==> src/temp_readout_regs.vh <==
// constants for the thermometer conversion and readout block
`ifndef TEMP_READOUT_REGS_VH
`define TEMP_READOUT_REGS_VH

// serial command codes, one byte each
`define CMD_BEGIN_CONV 8'h5a
`define CMD_HALT_CONV 8'h3c
`define CMD_FETCH_RESULT 8'ha5
`define CMD_WRITE_CONFIG 8'h0f
`define CMD_READ_CONFIG 8'hc3

// configuration byte field positions
`define CFG_SINGLE_BIT 0
`define CFG_HOST_CTRL_BIT 1
`define CFG_RES_LO_BIT 2
`define CFG_RES_HI_BIT 3
`define CFG_NV_BUSY_BIT 4
`define CFG_DONE_BIT 7

// reset values
`define RESULT_RESET 12'hc40
`define CONFIG_NV_RESET 4'hf
// pins at rest {frame, link clock, data}: frame low, clock and data pulled high
`define PINS_IDLE 3'h3

// timing, in microseconds, and the clock rate
`define CLK_MHZ 125
`define CONV_TIME_12B_US 750000
`define NV_WRITE_TYP_US 4000
`define SA_ONESHOT_US 10000

// serial word lengths
`define CMD_BITS 4'd8
`define RESULT_BITS 4'd12
`define CONFIG_BITS 4'd8

`endif

==> src/pin_sync.v <==
// two-stage synchroniser for pins coming from outside the clock domain
`timescale 1ns/10ps
`default_nettype none
module pin_sync #(
  parameter WIDTH = 3,
  parameter [WIDTH-1:0] IDLE = {WIDTH{1'b0}}
) (
  // clock and reset
  input wire sys_clk,
  input wire rst_n,
  // pins in, synchronised levels out
  input wire [WIDTH-1:0] pin_in,
  output reg [WIDTH-1:0] pin_sync_out
);
  reg [WIDTH-1:0] stage1_r;

  // first stage feeds only the second; reset to rest levels so no false edge follows
  always @(posedge sys_clk) begin
    if (!rst_n) begin
      stage1_r <= IDLE;
      pin_sync_out <= IDLE;
    end else begin
      stage1_r <= pin_in;
      pin_sync_out <= stage1_r;
    end
  end
endmodule // pin_sync
`default_nettype wire

==> src/nv_config_store.v <==
// non-volatile configuration cell with a timed write cycle
`timescale 1ns/10ps
`default_nettype none
`include "temp_readout_regs.vh"
module nv_config_store #(
  parameter WR_CYCLES = `NV_WRITE_TYP_US * `CLK_MHZ,
  parameter CNT_W = 20
) (
  // clock and reset
  input wire sys_clk,
  input wire rst_n,
  // write request
  input wire wr_req,
  input wire [3:0] wr_data,
  // stored value and status
  output reg [3:0] cfg_r,
  output reg busy_r
);
  reg [3:0] pend_r;
  reg [CNT_W-1:0] cnt_r;

  // reset stands in for the stored value surviving power loss
  always @(posedge sys_clk) begin
    if (!rst_n) begin
      cfg_r <= `CONFIG_NV_RESET;
      pend_r <= 4'h0;
      busy_r <= 1'b0;
      cnt_r <= {CNT_W{1'b0}};
    end else if (busy_r) begin
      // commit only when the write cycle ends
      if (cnt_r == WR_CYCLES[CNT_W-1:0] - 1'b1) begin
        cfg_r <= pend_r;
        busy_r <= 1'b0;
      end
      cnt_r <= cnt_r + 1'b1;
    end else if (wr_req) begin
      // writes arriving while busy are dropped
      pend_r <= wr_data;
      busy_r <= 1'b1;
      cnt_r <= {CNT_W{1'b0}};
    end
  end
endmodule // nv_config_store
`default_nettype wire

==> src/temperature_conversion_readout.v <==
// conversion control, result register and 3-wire serial slave
`timescale 1ns/10ps
`default_nettype none
`include "temp_readout_regs.vh"
module temperature_conversion_readout #(
  parameter CONV_12B_CYCLES = `CONV_TIME_12B_US * `CLK_MHZ,
  parameter NV_WR_CYCLES = `NV_WRITE_TYP_US * `CLK_MHZ,
  parameter SA_ONESHOT_CYCLES = `SA_ONESHOT_US * `CLK_MHZ,
  parameter CNT_W = 27
) (
  // clock and reset
  input wire sys_clk,
  input wire rst_n,
  // 3-wire serial link pins
  input wire frame_select,
  input wire clock_or_convert_pin,
  input wire dq_in,
  output wire dq_out,
  output wire dq_oe_n,
  // sensor front end, same clock domain
  input wire [11:0] temp_sample,
  // status
  output reg conv_busy_r,
  output reg [11:0] temperature_result
);
  localparam ST_IDLE = 1'b0;
  localparam ST_CONV = 1'b1;
  localparam PH_CMD = 2'd0;
  localparam PH_WDATA = 2'd1;
  localparam PH_TX = 2'd2;
  localparam PH_DONE = 2'd3;

  // bits below the selected resolution forced to zero
  function [11:0] res_mask;
    input [1:0] res;
    begin
      case (res)
        2'd0: res_mask = 12'hff8;
        2'd1: res_mask = 12'hffc;
        2'd2: res_mask = 12'hffe;
        default: res_mask = 12'hfff;
      endcase
    end
  endfunction

  // conversion length, halving per bit dropped from twelve
  function [CNT_W-1:0] conv_len;
    input [1:0] res;
    reg [CNT_W-1:0] full;
    begin
      full = CONV_12B_CYCLES[CNT_W-1:0];
      conv_len = full >> (2'd3 - res);
    end
  endfunction

  // synchronised pins
  wire [2:0] pins_s;
  wire frame_s;
  wire link_clk_s;
  wire dq_s;
  reg link_clk_d_r;
  wire clk_rise;
  wire clk_fall;

  pin_sync #(
    .WIDTH(3),
    .IDLE(`PINS_IDLE)
  ) u_sync (
    .sys_clk(sys_clk),
    .rst_n(rst_n),
    .pin_in({frame_select, clock_or_convert_pin, dq_in}),
    .pin_sync_out(pins_s)
  );

  assign frame_s = pins_s[2];
  assign link_clk_s = pins_s[1];
  assign dq_s = pins_s[0];
  assign clk_rise = link_clk_s & ~link_clk_d_r;
  assign clk_fall = ~link_clk_s & link_clk_d_r;

  // non-volatile configuration
  reg cfg_wr_req;
  reg [3:0] cfg_wr_data;
  wire [3:0] cfg_nv;
  wire nv_busy;
  wire [1:0] res_sel;
  wire single_conversion_select;
  wire host_ctrl;

  nv_config_store #(
    .WR_CYCLES(NV_WR_CYCLES),
    .CNT_W(CNT_W)
  ) u_nv (
    .sys_clk(sys_clk),
    .rst_n(rst_n),
    .wr_req(cfg_wr_req),
    .wr_data(cfg_wr_data),
    .cfg_r(cfg_nv),
    .busy_r(nv_busy)
  );

  assign res_sel = {cfg_nv[`CFG_RES_HI_BIT], cfg_nv[`CFG_RES_LO_BIT]};
  assign single_conversion_select = cfg_nv[`CFG_SINGLE_BIT];
  assign host_ctrl = cfg_nv[`CFG_HOST_CTRL_BIT];

  // serial slave state
  reg [1:0] phase_r;
  reg [3:0] bit_cnt_r;
  reg [7:0] rx_r;
  reg [11:0] tx_r;
  reg [3:0] tx_left_r;
  reg drive_r;
  reg cmd_begin;
  reg cmd_halt;
  reg done_flag_r;
  wire [7:0] rx_byte;
  wire [7:0] config_byte;

  assign rx_byte = {dq_s, rx_r[7:1]};
  assign config_byte = {done_flag_r, 2'b00, nv_busy, cfg_nv};
  // data is a flop; enable low while this end drives
  assign dq_out = tx_r[0];
  assign dq_oe_n = ~drive_r;

  // edge history for the link clock; resets high like the idle pin
  always @(posedge sys_clk) begin
    if (!rst_n) begin
      link_clk_d_r <= 1'b1;
    end else begin
      link_clk_d_r <= link_clk_s;
    end
  end

  // receive on rising link clock, transmit on falling
  always @(posedge sys_clk) begin
    cmd_begin <= 1'b0;
    cmd_halt <= 1'b0;
    cfg_wr_req <= 1'b0;
    if (!rst_n) begin
      phase_r <= PH_CMD;
      bit_cnt_r <= 4'h0;
      rx_r <= 8'h00;
      tx_r <= 12'h000;
      tx_left_r <= 4'h0;
      drive_r <= 1'b0;
      cfg_wr_data <= 4'h0;
    end else if (!frame_s) begin
      // frame end drops any half-received word
      phase_r <= PH_CMD;
      bit_cnt_r <= 4'h0;
      drive_r <= 1'b0;
    end else begin
      case (phase_r)
        PH_CMD: begin
          if (clk_rise) begin
            rx_r <= rx_byte;
            bit_cnt_r <= bit_cnt_r + 1'b1;
            if (bit_cnt_r == `CMD_BITS - 1'b1) begin
              bit_cnt_r <= 4'h0;
              phase_r <= PH_DONE;
              case (rx_byte)
                `CMD_BEGIN_CONV: cmd_begin <= 1'b1;
                `CMD_HALT_CONV: cmd_halt <= 1'b1;
                `CMD_FETCH_RESULT: begin
                  tx_r <= temperature_result;
                  tx_left_r <= `RESULT_BITS;
                  phase_r <= PH_TX;
                end
                `CMD_READ_CONFIG: begin
                  tx_r <= {4'h0, config_byte};
                  tx_left_r <= `CONFIG_BITS;
                  phase_r <= PH_TX;
                end
                `CMD_WRITE_CONFIG: phase_r <= PH_WDATA;
                default: phase_r <= PH_DONE;
              endcase
            end
          end
        end
        PH_WDATA: begin
          if (clk_rise) begin
            rx_r <= rx_byte;
            bit_cnt_r <= bit_cnt_r + 1'b1;
            // only a complete byte reaches storage
            if (bit_cnt_r == `CONFIG_BITS - 1'b1) begin
              cfg_wr_req <= 1'b1;
              cfg_wr_data <= rx_byte[3:0];
              phase_r <= PH_DONE;
            end
          end
        end
        PH_TX: begin
          if (clk_fall) begin
            if (!drive_r) begin
              drive_r <= 1'b1;
            end else if (tx_left_r == 4'h1) begin
              drive_r <= 1'b0;
              tx_left_r <= 4'h0;
              phase_r <= PH_DONE;
            end else begin
              tx_r <= {1'b0, tx_r[11:1]};
              tx_left_r <= tx_left_r - 1'b1;
            end
          end
        end
        default: begin
          // extra clocks in a finished frame are ignored
          drive_r <= 1'b0;
        end
      endcase
    end
  end

  // conversion requests from the host side and from the stand-alone convert pin
  reg host_cont_r;
  reg host_once_r;
  reg sa_once_r;
  reg [CNT_W-1:0] sa_low_cnt_r;
  wire standalone;
  wire sa_cont;
  wire want_conv;
  wire entering;

  assign standalone = ~host_ctrl & ~frame_s;
  // low convert pin keeps conversions running, select bit unused
  assign sa_cont = standalone & ~link_clk_s;
  assign want_conv = host_cont_r | host_once_r | sa_cont | sa_once_r;

  reg state_r;
  reg [CNT_W-1:0] conv_cnt_r;
  wire conv_end;

  assign conv_end = (state_r == ST_CONV) && (conv_cnt_r == conv_len(res_sel) - 1'b1);
  assign entering = want_conv && ((state_r == ST_IDLE) || conv_end);

  // begin and halt, mode taken from the select bit
  always @(posedge sys_clk) begin
    if (!rst_n) begin
      host_cont_r <= 1'b0;
      host_once_r <= 1'b0;
    end else begin
      if (cmd_halt) begin
        host_cont_r <= 1'b0;
      end
      if (entering) begin
        host_once_r <= 1'b0;
      end
      if (cmd_begin && !single_conversion_select) begin
        host_cont_r <= 1'b1;
      end
      if (cmd_begin && single_conversion_select) begin
        host_once_r <= 1'b1;
      end
    end
  end

  // stand-alone: a short low pulse asks for exactly one conversion
  always @(posedge sys_clk) begin
    if (!rst_n) begin
      sa_low_cnt_r <= {CNT_W{1'b0}};
      sa_once_r <= 1'b0;
    end else begin
      if (!standalone || link_clk_s) begin
        sa_low_cnt_r <= {CNT_W{1'b0}};
      end else if (sa_low_cnt_r != SA_ONESHOT_CYCLES[CNT_W-1:0]) begin
        sa_low_cnt_r <= sa_low_cnt_r + 1'b1;
      end
      if (entering || frame_s) begin
        sa_once_r <= 1'b0;
      end
      // set after clear so a coincident request is kept
      // the low level has already started a conversion; a second request would double it
      if (standalone && clk_rise && state_r == ST_IDLE && sa_low_cnt_r != SA_ONESHOT_CYCLES[CNT_W-1:0]) begin
        sa_once_r <= 1'b1;
      end
    end
  end

  // conversion sequencer; result replaced whole at the end
  always @(posedge sys_clk) begin
    if (!rst_n) begin
      state_r <= ST_IDLE;
      conv_cnt_r <= {CNT_W{1'b0}};
      conv_busy_r <= 1'b0;
      temperature_result <= `RESULT_RESET;
    end else begin
      case (state_r)
        ST_IDLE: begin
          conv_cnt_r <= {CNT_W{1'b0}};
          if (want_conv) begin
            state_r <= ST_CONV;
            conv_busy_r <= 1'b1;
          end
        end
        ST_CONV: begin
          conv_cnt_r <= conv_cnt_r + 1'b1;
          if (conv_end) begin
            // two's complement, sign in bit 11, low bits cleared
            temperature_result <= temp_sample & res_mask(res_sel);
            conv_cnt_r <= {CNT_W{1'b0}};
            if (!want_conv) begin
              state_r <= ST_IDLE;
              conv_busy_r <= 1'b0;
            end
          end
        end
        default: begin
          state_r <= ST_IDLE;
          conv_busy_r <= 1'b0;
        end
      endcase
    end
  end

  // done flag: cleared by begin, a finishing conversion wins
  always @(posedge sys_clk) begin
    if (!rst_n) begin
      done_flag_r <= 1'b0;
    end else if (conv_end) begin
      done_flag_r <= 1'b1;
    end else if (cmd_begin) begin
      done_flag_r <= 1'b0;
    end
  end
endmodule // temperature_conversion_readout
`default_nettype wire

==> config.mk <==
export PLATFORM = sky130hd
export DESIGN_NAME = temperature_conversion_readout
export DESIGN_NICKNAME = d
export VERILOG_FILES = /design/src/pin_sync.v /design/src/nv_config_store.v /design/src/temperature_conversion_readout.v
export VERILOG_INCLUDE_DIRS = /design/src
export SDC_FILE = /design/constraint.sdc
export NUM_CORES = 1
export LEC_CHECK = 0
export BUFFER_PORTS_ARGS = -buffer_cell sky130_fd_sc_hd__buf_4
export CAP_MARGIN = 20
export CELL_PAD_IN_SITES_DETAIL_PLACEMENT = 1
export CELL_PAD_IN_SITES_GLOBAL_PLACEMENT = 2
export CORE_UTILIZATION = 38
export CTS_CLUSTER_SIZE = 40
export DETAILED_ROUTE_END_ITERATION = 6
export PLACE_DENSITY = 0.9
export SKIP_CTS_REPAIR_TIMING = 1
export SLEW_MARGIN = 20
export SYNTH_ARGS = -nofsm -noshare
export SYNTH_HDL_FRONTEND = slang
export SYNTH_SLANG_ARGS = --single-unit
==> constraint.sdc <==
create_clock -name sys_clk -period 3 [get_ports sys_clk]
set_input_delay 0.6 -clock sys_clk [delete_from_list [all_inputs] [get_ports sys_clk]]
set_output_delay 0.6 -clock sys_clk [all_outputs]
set_load 0.01 [all_outputs]
==> flow_summary.yaml, run 1 <==
synthesis:
  synthesis.nets: 849
  synthArstFlopShare: 0
  synth_flop_cell: "dfxtp_1"
  postSynthCellCount: 813
  synth_seq_area_share: 0.4264
  synth_area_mm2: 0.007137
  yosys.cell_types.count: 63
  syn_area_per_cell_um2: 8.778
  synth_edf_count: 0
  ys_seq_elements: 152
  yosysWarnings: 0
clock_network:
  cts_max_level: 4
  clkLatencyLatePin_ps: 420
  numCtsBuffers: 17
  clock-sinks: 152
  cts_root_buf: "clkbuf_16"
  clockBufferDepth: 2
  cts_tree: "built"
  clkSlewWorstSetupHoldPaths_ps: 60
worst_setup_path:
  rr_worst_depth: 8
  start_kind: "register"
  required_ps: 3350
  arrival_ps: 3130
  crit_type: "register to register"
  path_max_fanout: 7
  worst_setup_path_end_kind: "register"
layout:
  syn2layout_area_growth_pct: 15.20
  stdcell_area_mm2: 0.008222
  final_common_cell: "dfxtp_1"
  layout_common_cells: "dfxtp_1 (152), nor2_1 (107), nand2_1 (56)"
  nNetsFinal: 873
  final_layout_size_suffix_gt1_frac: 0.1235
  diodes: 0
die:
  io_pins: 32
  core_mm2: 0.01821
  fp-row-count: 49
  start_util: 0.3919
  floorplan.die_area_mm2: 0.01933
  die_w_um: 139.0
  die_h_um: 139.0
power:
  worst_ir_drop_vdd_mv: 0.3790
  p_switching_mw: 0.9300
  p_per_area_mw_per_mm2: 527.2
  p_comb_frac: 0.013
  p_seq_frac: 0.467
  swShare: 0.2145
  pwr-share-clk: 0.519
  p_leak_nw: 2.943
  internal_power_mw: 3.405
drt:
  wl_per_cell_um: 17.02
  vias: 5913
  ant_nets: 0
  dr.first_iter.drc_count: 217
  wl_um: 18360
  viasPerCell: 5.480
  drc: 2
  drt_first_pass_iters: 6
grt:
  grt_pass1_vias: 6038
  grt_max_degree: 58
  grt_pass1_wl_um: 30570
  gr-total-overflow: 0
  grtUsageTotal: 0.1966
  antenna_found_initial: 0
worst_hold_path:
  min_path_cells: 2
  hold_path.class: "primary input to register"
placement:
  portBuffers: 31
  gp_congestion: 0.7924
  hpwl_um: 12650
  post-place-ws_ps: 283.9
  dpl-instance-area_mm2: 0.007600
sta:
  finalCriticalPeriod_ps: 2782
  drv_slew: 0
  setup-tns-final_ps: 0
  skew_ps: 7.918
  maxSlewHeadroom: 0.3547
  tightest_slew_ps: 965.1
  hold_violations: 0
  setup_viol: 0
  max_freq_mhz: 359.4
  rsz0062_at_grt: "no"
  setup_ws_ps: 217.6
  finalCritPeriodShare: 0.9275
flow_run:
  max-cap-violations: 0
status:
  status: "finished with violations"
  violations: "DRC"
==> cell families (layout without fill, tap and decap cells) <==
group                      after synthesis  count (layout)  share of synthesized area
DFF                                    152             152                     0.4264
AOI/OAI and AO/OA                      111             111                     0.1041
xor gates and xnor gates                64              64                    0.07854
buffers and inverters                   65             102                    0.03646
and+or+nand+nor                        368             368                     0.2712
adders and majority gates               19              19                    0.03331
muxes                                   34              34                    0.04996
==> routing by layer <==
metal / track usage / part of all wire / vias to the layer above
li1: - / - / 2921
met1: 0.2457 / 0.48 / 2901
met2: 0.3355 / 0.48 / 78
met3: 0.04662 / 0.031 / 13
met4: 0.05673 / 0.013 / 0
met5: 0 / 0 / -
==> power groups by stage <==
stage	Sequential [mW]	Combinational (mW)	Clock [mW]
after floorplan	2.07	0.0284	0
after global placement	2.07	0.0575	0
after detailed placement	2.07	0.0581	0
after CTS	2.03	0.0589	2.30
after global routing	2.02	0.0633	2.38
final	2.03	0.0577	2.25
==> final cells by class <==
type | instances | area (um2)
Sequential cell | 152 | 3043
Clock inverter | 13 | 168.9
Tap cell | 229 | 286.5
Fill cell | 2127 | 9987
Multi-Input combinational cell | 596 | 3834
Clock buffer | 19 | 452.9
Timing Repair Buffer | 43 | 335.3
Inverter | 27 | 101.3
==> Yosys cell counts, drive strengths merged (8+ instances only) <==
master | number | share of area
nor2 | 107 | 0.056
nand2b | 11 | 0.0096
xor2 | 46 | 0.056
ha | 19 | 0.033
nand3 | 52 | 0.037
o21ai | 28 | 0.020
or3 | 14 | 0.012
a21oi | 33 | 0.023
clkbuf | 26 | 0.014
nor4 | 8 | 0.010
mux2i | 21 | 0.029
mux2 | 13 | 0.021
and4 | 9 | 0.011
dfxtp | 152 | 0.43
nand2 | 56 | 0.029
and2 | 8 | 0.0070
inv | 27 | 0.014
buf | 12 | 0.0086
nand4 | 36 | 0.032
xnor2 | 18 | 0.022
nor3 | 16 | 0.011
a211oi | 9 | 0.010
and3 | 16 | 0.014
==> worst max-delay path, stage by stage, from the launching register on <==
cell	delay, ps
dfxtp_1	370
inv_1	200
ha_1	270
or3b_1	360
a222oi_1	440
nand4_1	310
buf_4	260
or3_1	370
a21oi_1	140
==> state kept, by name, summed over array words and instances, names as in the netlist, 2 cells and up <==
| name | cells |
|---|---|
| u_nv.cfg_r | 4 |
| u_nv.cnt_r | 27 |
| u_sync.pin_sync_out | 3 |
| tx_r | 12 |
| bit_cnt_r | 4 |
| tx_left_r | 4 |
| u_sync.stage1_r | 3 |
| temperature_result | 12 |
| sa_low_cnt_r | 27 |
| cfg_wr_data | 4 |
| phase_r | 2 |
| conv_cnt_r | 27 |
| rx_r | 7 |
| u_nv.pend_r | 4 |
==> path summary, 6_finish.rpt <==
| check | from | endpoint | slack [ps] |
|---|---|---|---|
| max reg2reg | u_nv.cfg_r[3] | temperature_result[0] | 220 |
| max | u_nv.cfg_r[3] | temperature_result[0] | 220 |
| min reg2reg | u_sync.stage1_r[0] | u_sync.pin_sync_out[0] | 410 |
| min | dq_in | u_sync.stage1_r[0] | 370 |
==> metrics by stage <==
step	util	power, mW	hold slack [ps]	cells
3_5_place_dp	0.4174	2.129	400.4	1047
3_3_place_gp	0.4174	2.128	393.4	1047
6_report	0.4515	4.335	368.4	1079
4_1_cts	0.4515	4.382	354.2	1079
2_1_floorplan	-	2.097	386.3	813
5_1_grt	0.4515	4.469	360.6	1079
(Power assumes the default switching activity.)
==> run 2: changes to the inputs <==
Settings changed: BUFFER_PORTS_ARGS -buffer_cell sky130_fd_sc_hd__buf_4 to default, CORE_UTILIZATION 38 to 40, DONT_BUFFER_PORTS from default to 1, PLACE_DENSITY 0.9 to 0.91.
==> flow_summary.yaml, run 2 (synthesized netlist as in run 1, its figures left out) <==
status:
  status: "complete, no violations"
drt:
  vias: 5916
  ant_nets: 0
  wl_um: 19030
  drt_first_pass_iters: 4
  wl_per_cell_um: 18.23
  dr.first_iter.drc_count: 278
  wl_met3_um: 453
  drc: 0
  dr.max_layer_used: "met4"
  dr_wl_met2_um: 9592
  wl_met1_um: 8778
  viasPerCell: 5.667
worst_hold_path:
  hold_path_startpoint: "rst_n"
  hold_path.class: "primary input to register"
worst_setup_path:
  cp.depth: 8
  path_max_fanout: 23
  crit_end: "state_r"
  ff2ff_setup_slack_ps: 130
  rr_endpoint: "state_r"
  slowest_stage: "a222oi_1"
  crit_type: "register to register"
  required_ps: 3280
  cpLargestDelayFamily: "simple AND/OR/NAND/NOR gates"
  rr_worst_depth: 8
  arrival_ps: 3160
  start_kind: "register"
  crit_buf_inv: 2
  r2r-start: "u_nv.cfg_r[3]"
  max_stage_delay_ps: 450
  cp-startpoint: "u_nv.cfg_r[3]"
  worst_setup_path_end_kind: "register"
  cp_cell_sequence: "inv_1, ha_1, or3b_1, a222oi_1, and4_2, a21o_1, buf_4, o21ai_0"
clock_network:
  clkLatencyLatePin_ps: 420
  clkSlewWorstSetupHoldPaths_ps: 60
  clock-sinks: 152
  cts_root_buf: "clkbuf_16"
  numCtsBuffers: 17
  cts_tree: "built"
  clockBufferDepth: 2
  cts_max_level: 4
sta:
  maxSlewHeadroom: 0.3729
  rsz0062_at_grt: "no"
  tightest_slew_ps: 937.9
  finalCritPeriodShare: 0.9569
  max_freq_mhz: 348.3
  setup-tns-final_ps: 0
  setup_viol: 0
  skew_ps: 8.792
  finalCriticalPeriod_ps: 2871
  drv_slew: 0
  setup_ws_ps: 129.3
  hold_violations: 0
placement:
  gp_congestion: 0.8194
  post-place-ws_ps: 197.9
  hpwl_um: 13480
  portBuffers: 0
die:
  core_mm2: 0.01736
  fp-row-count: 48
  start_util: 0.4112
  floorplan.die_area_mm2: 0.01838
  die_h_um: 135.6
  die_w_um: 135.6
  io_pins: 32
layout:
  largest_registers: "conv_cnt_r x27, sa_low_cnt_r x27, u_nv.cnt_r x27"
  final_layout_size_suffix_gt1_frac: 0.08557
  layout_common_cells: "dfxtp_1 (152), nor2_1 (107), nand2_1 (56)"
  nNetsFinal: 841
  syn2layout_area_growth_pct: 11.13
  final_common_cell: "dfxtp_1"
power:
  internal_power_mw: 3.332
  p_per_area_mw_per_mm2: 531.1
  worst_ir_drop_vdd_mv: 0.3983
  pwr-share-clk: 0.512
  p_comb_frac: 0.007
  p_seq_frac: 0.481
  p_leak_nw: 2.761
  swShare: 0.2090
  p_switching_mw: 0.8805
flow_run:
  max-cap-violations: 0
grt:
  grtUsageTotal: 0.2171
  grt_pass1_wl_um: 31110
  grt_max_degree: 58
  grt_pass1_vias: 6093
  gr-total-overflow: 0
  antenna_found_initial: 1
## run 2: area by class of cell
| type | count | area (um2) |
|---|---|---|
| Tap cell | 225 | 281.5 |
| Fill cell | 2041 | 9425 |
| Antenna cell | 1 | 2.502 |
| Timing Repair Buffer | 11 | 82.58 |
| Clock inverter | 13 | 153.9 |
| Sequential cell | 152 | 3043 |
| Clock buffer | 19 | 432.9 |
| Inverter | 27 | 101.3 |
| Multi-Input combinational cell | 596 | 3834 |
## run 2: worst register-to-register path: cells and delay by family (launching register included)
kind            cells  cell delay, ps
flops               1             390
simple gates        2             830
compound gates      3             740
buf+inv             2             500
fa+ha+maj           1             270
## run 2: routing by layer
layer | global-route usage | up-vias
met2 | 0.3829 | 67
met1 | 0.2606 | 2968
met3 | 0.05200 | 19
met5 | 0 | -
li1 | - | 2862
met4 | 0.05868 | 0
## run 2: worst min-delay path by stage
stage                     depth (start not counted)                endpoint
final                                             1           u_nv.cfg_r[1]
after floorplan                                   1  u_sync.pin_sync_out[0]
after detailed placement                          1  u_sync.pin_sync_out[1]
after global routing                              1           u_nv.cfg_r[1]
after global placement                            1  u_sync.pin_sync_out[1]
after CTS                                         1           u_nv.cfg_r[1]
## run 2: power groups by stage
stage | Combinational [mW] | Sequential, mW | Clock (mW)
CTS | 0.0292 | 2.03 | 2.20
floorplan | 0.0284 | 2.07 | 0
detailed placement | 0.0291 | 2.07 | 0
global route | 0.0320 | 2.03 | 2.30
global placement | 0.0283 | 2.07 | 0
finish | 0.0289 | 2.03 | 2.16
## run 2: through the flow
stage | hold WS (ps) | total power [mW] | area [um2] | cells | util
floorplan | 386.3 | 2.097 | 7137 | 813 | -
global placement | 400.4 | 2.100 | 7342 | 1011 | 0.4230
detailed placement | 402.1 | 2.101 | 7342 | 1011 | 0.4230
CTS | 225.3 | 4.258 | 7929 | 1043 | 0.4568
global route | 226.3 | 4.355 | 7931 | 1044 | 0.4570
finish | 252.8 | 4.213 | 7931 | 1044 | 0.4570
==> run 3: changes to the inputs <==
Settings changed: SYNTH_HIERARCHICAL from default to 1.
==> flow_summary.yaml, run 3 <==
placement:
  gp_congestion: 0.8364
  placed_cells: 1030
  portBuffers: 0
  hpwl_um: 12920
  dpl-instance-area_mm2: 0.007460
layout:
  final_common_cell: "dfxtp_1"
  syn2layout_area_growth_pct: 10.94
  seqCellArea_mm2: 0.003043
  multi_input_area_mm2: 0.003924
  stdcell_area_mm2: 0.008056
  diodes: 0
  finalNonFillerCells: 1062
  layout_common_cells: "dfxtp_1 (152), nor2_1 (108), nand3_1 (52), nand2_1 (52), xor2_1 (44)"
  fill_cells: 2085
  nNetsFinal: 861
  largest_registers: "conv_cnt_r x27, sa_low_cnt_r x27, u_nv/cnt_r x27"
  utilization: 0.4594
  final_layout_size_suffix_gt1_frac: 0.07049
drt:
  viasPerCell: 5.714
  wl_um: 18650
  wl_per_cell_um: 17.56
  drc: 0
  vias: 6068
  dr.first_iter.drc_count: 330
  drt_first_pass_iters: 4
  ant_nets: 0
worst_setup_path:
  arrival_ps: 2920
  worst_setup_path_end_kind: "register"
  path_max_fanout: 30
  start_kind: "register"
  crit_type: "register to register"
  required_ps: 3270
  rr_worst_depth: 8
  rr_endpoint: "state_r"
  ff2ff_setup_slack_ps: 350
  r2r-start: "u_nv/cfg_r[3]"
sta:
  max_freq_mhz: 377.5
  hold_violations: 0
  rsz0062_at_grt: "no"
  setup-tns-final_ps: 0
  drv_slew: 0
  finalCriticalPeriod_ps: 2649
  skew_ps: 8.862
  maxSlewHeadroom: 0.2741
  whs_ps: 241.0
  setup_viol: 0
  finalCritPeriodShare: 0.8831
  tightest_slew_ps: 1088
synthesis:
  yosysMostFrequentCell: "dfxtp_1"
  synthesis.nets: 871
  synth_area_leaders: "dfxtp_1 (42%), nor2_1 (5.6%), xor2_1 (5.3%), mux2i_1 (4.0%), nand3_1 (3.6%)"
  synth_top_area_frac: 0.4190
  postSynthCellCount: 834
  yosys.area.top_type: "dfxtp_1"
  yosys.cell_types.count: 67
  synthArstFlopShare: 0
  ys_seq_elements: 152
  syn_area_per_cell_um2: 8.707
  synth_common_cells: "dfxtp_1 (152), nor2_1 (108), nand2_1 (52), nand3_1 (52), xor2_1 (44)"
  synth_area_mm2: 0.007262
  synth_seq_area_share: 0.4190
  synth_flop_cell: "dfxtp_1"
  yosysWarnings: 6
  synth_edf_count: 0
worst_hold_path:
  hold_path_startpoint: "rst_n"
  hold_end: "u_sync/pin_sync_out[1]"
  hold_path.class: "primary input to register"
  min_path_cells: 1
die:
  start_util: 0.4141
  fp-row-count: 48
  io_pins: 32
  core_mm2: 0.01754
  die_w_um: 136.7
  die_h_um: 136.7
  floorplan.die_area_mm2: 0.01870
grt:
  grt_pass1_wl_um: 31270
  gr-total-overflow: 0
  grtUsageTotal: 0.2136
  grt_max_degree: 49
  grt_pass1_vias: 6234
  antenna_found_initial: 0
power:
  p_per_area_mw_per_mm2: 526.9
  p_leak_nw: 2.800
  worst_ir_drop_vdd_mv: 0.4373
clock_network:
  clkLatencyLatePin_ps: 430
  clock-sinks: 152
  cts_tree: "built"
  cts_root_buf: "clkbuf_16"
  clockBufferDepth: 2
  cts_max_level: 4
  clkSlewWorstSetupHoldPaths_ps: 60
  numCtsBuffers: 17
flow_run:
  max-cap-violations: 0
status:
  status: "complete, no violations"
-- run 3: cell types whose count changed in the layout (fill, tap and decap cells not counted), sizes merged, moves of 4 or more --
cell / before / now
and3: 16 / 11
nor3: 16 / 12
nor4: 8 / 17
o311ai: 0 / 5
nand2: 56 / 52
mux2i: 21 / 29
nand2b: 11 / 18
inv: 27 / 34
mux2: 13 / 4
-- run 3: where the power goes --
part	switching (mW)	internal (mW)	leakage, nW	total [mW]
Combinational	0.0234	0.00981	1.29	0.0333
Clock	0.859	1.33	0.286	2.18
Sequential	0.00426	2.02	1.23	2.03
-- run 3: area by class of cell --
class,count,area share
multi-input combinational,610,0.4870
sequential,152,0.3777
tap,225,0.03494
clock inverter,12,0.01864
timing repair buffer,10,0.01087
inverter,33,0.01538
clock buffer,20,0.05544
-- run 3: layer usage --
layer / wire (um) / share of wire / GRT usage
met2: 9058 / 0.49 / 0.3567
met1: 8693 / 0.47 / 0.2691
met4: 299 / 0.016 / 0.07778
met3: 598 / 0.032 / 0.04667
met5: 0 / 0 / 0
-- run 3: worst max-delay path: stages (launching register included) --
cell and delay [ps]:
dfxtp_1 390, inv_1 190, ha_1 270, or3b_1 360
a222oi_1 400, and3_2 400, a21o_1 200, buf_12 190
o21ai_0 100
-- run 3: how the worst max path moves through the flow --
stage | start | endpoint | slack (ps) | depth (start not counted)
6_report | u_nv/cfg_r[3] | state_r | 350 | 8
5_1_grt | u_nv/cfg_r[3] | temperature_result[11] | 170 | 8
4_1_cts | u_nv/cfg_r[3] | state_r | 350 | 8
3_5_place_dp | u_nv/cfg_r[3] | state_r | 370 | 8
3_3_place_gp | u_nv/cfg_r[3] | state_r | 550 | 8
2_1_floorplan | u_nv/cfg_r[2] | temperature_result[1] | 670 | 8
-- run 3: cells by family (layout without fill, tap and decap cells) --
family	Yosys count	count (layout)	synth area share
adders and majority gates	20	20	0.03446
xor gates and xnor gates	60	60	0.07236
DFF	152	152	0.4190
muxes	33	33	0.04617
and+or+nand+nor	379	379	0.2812
buffers and inverters	72	75	0.04066
AOI/OAI and AO/OA	118	118	0.1061
-- run 3: through the flow --
stage	setup slack (ps)	power, mW
2_1_floorplan	671.8	2.102
3_3_place_gp	553.9	2.103
3_5_place_dp	373.6	2.105
4_1_cts	353.1	4.282
5_1_grt	170.9	4.367
6_report	350.7	4.245
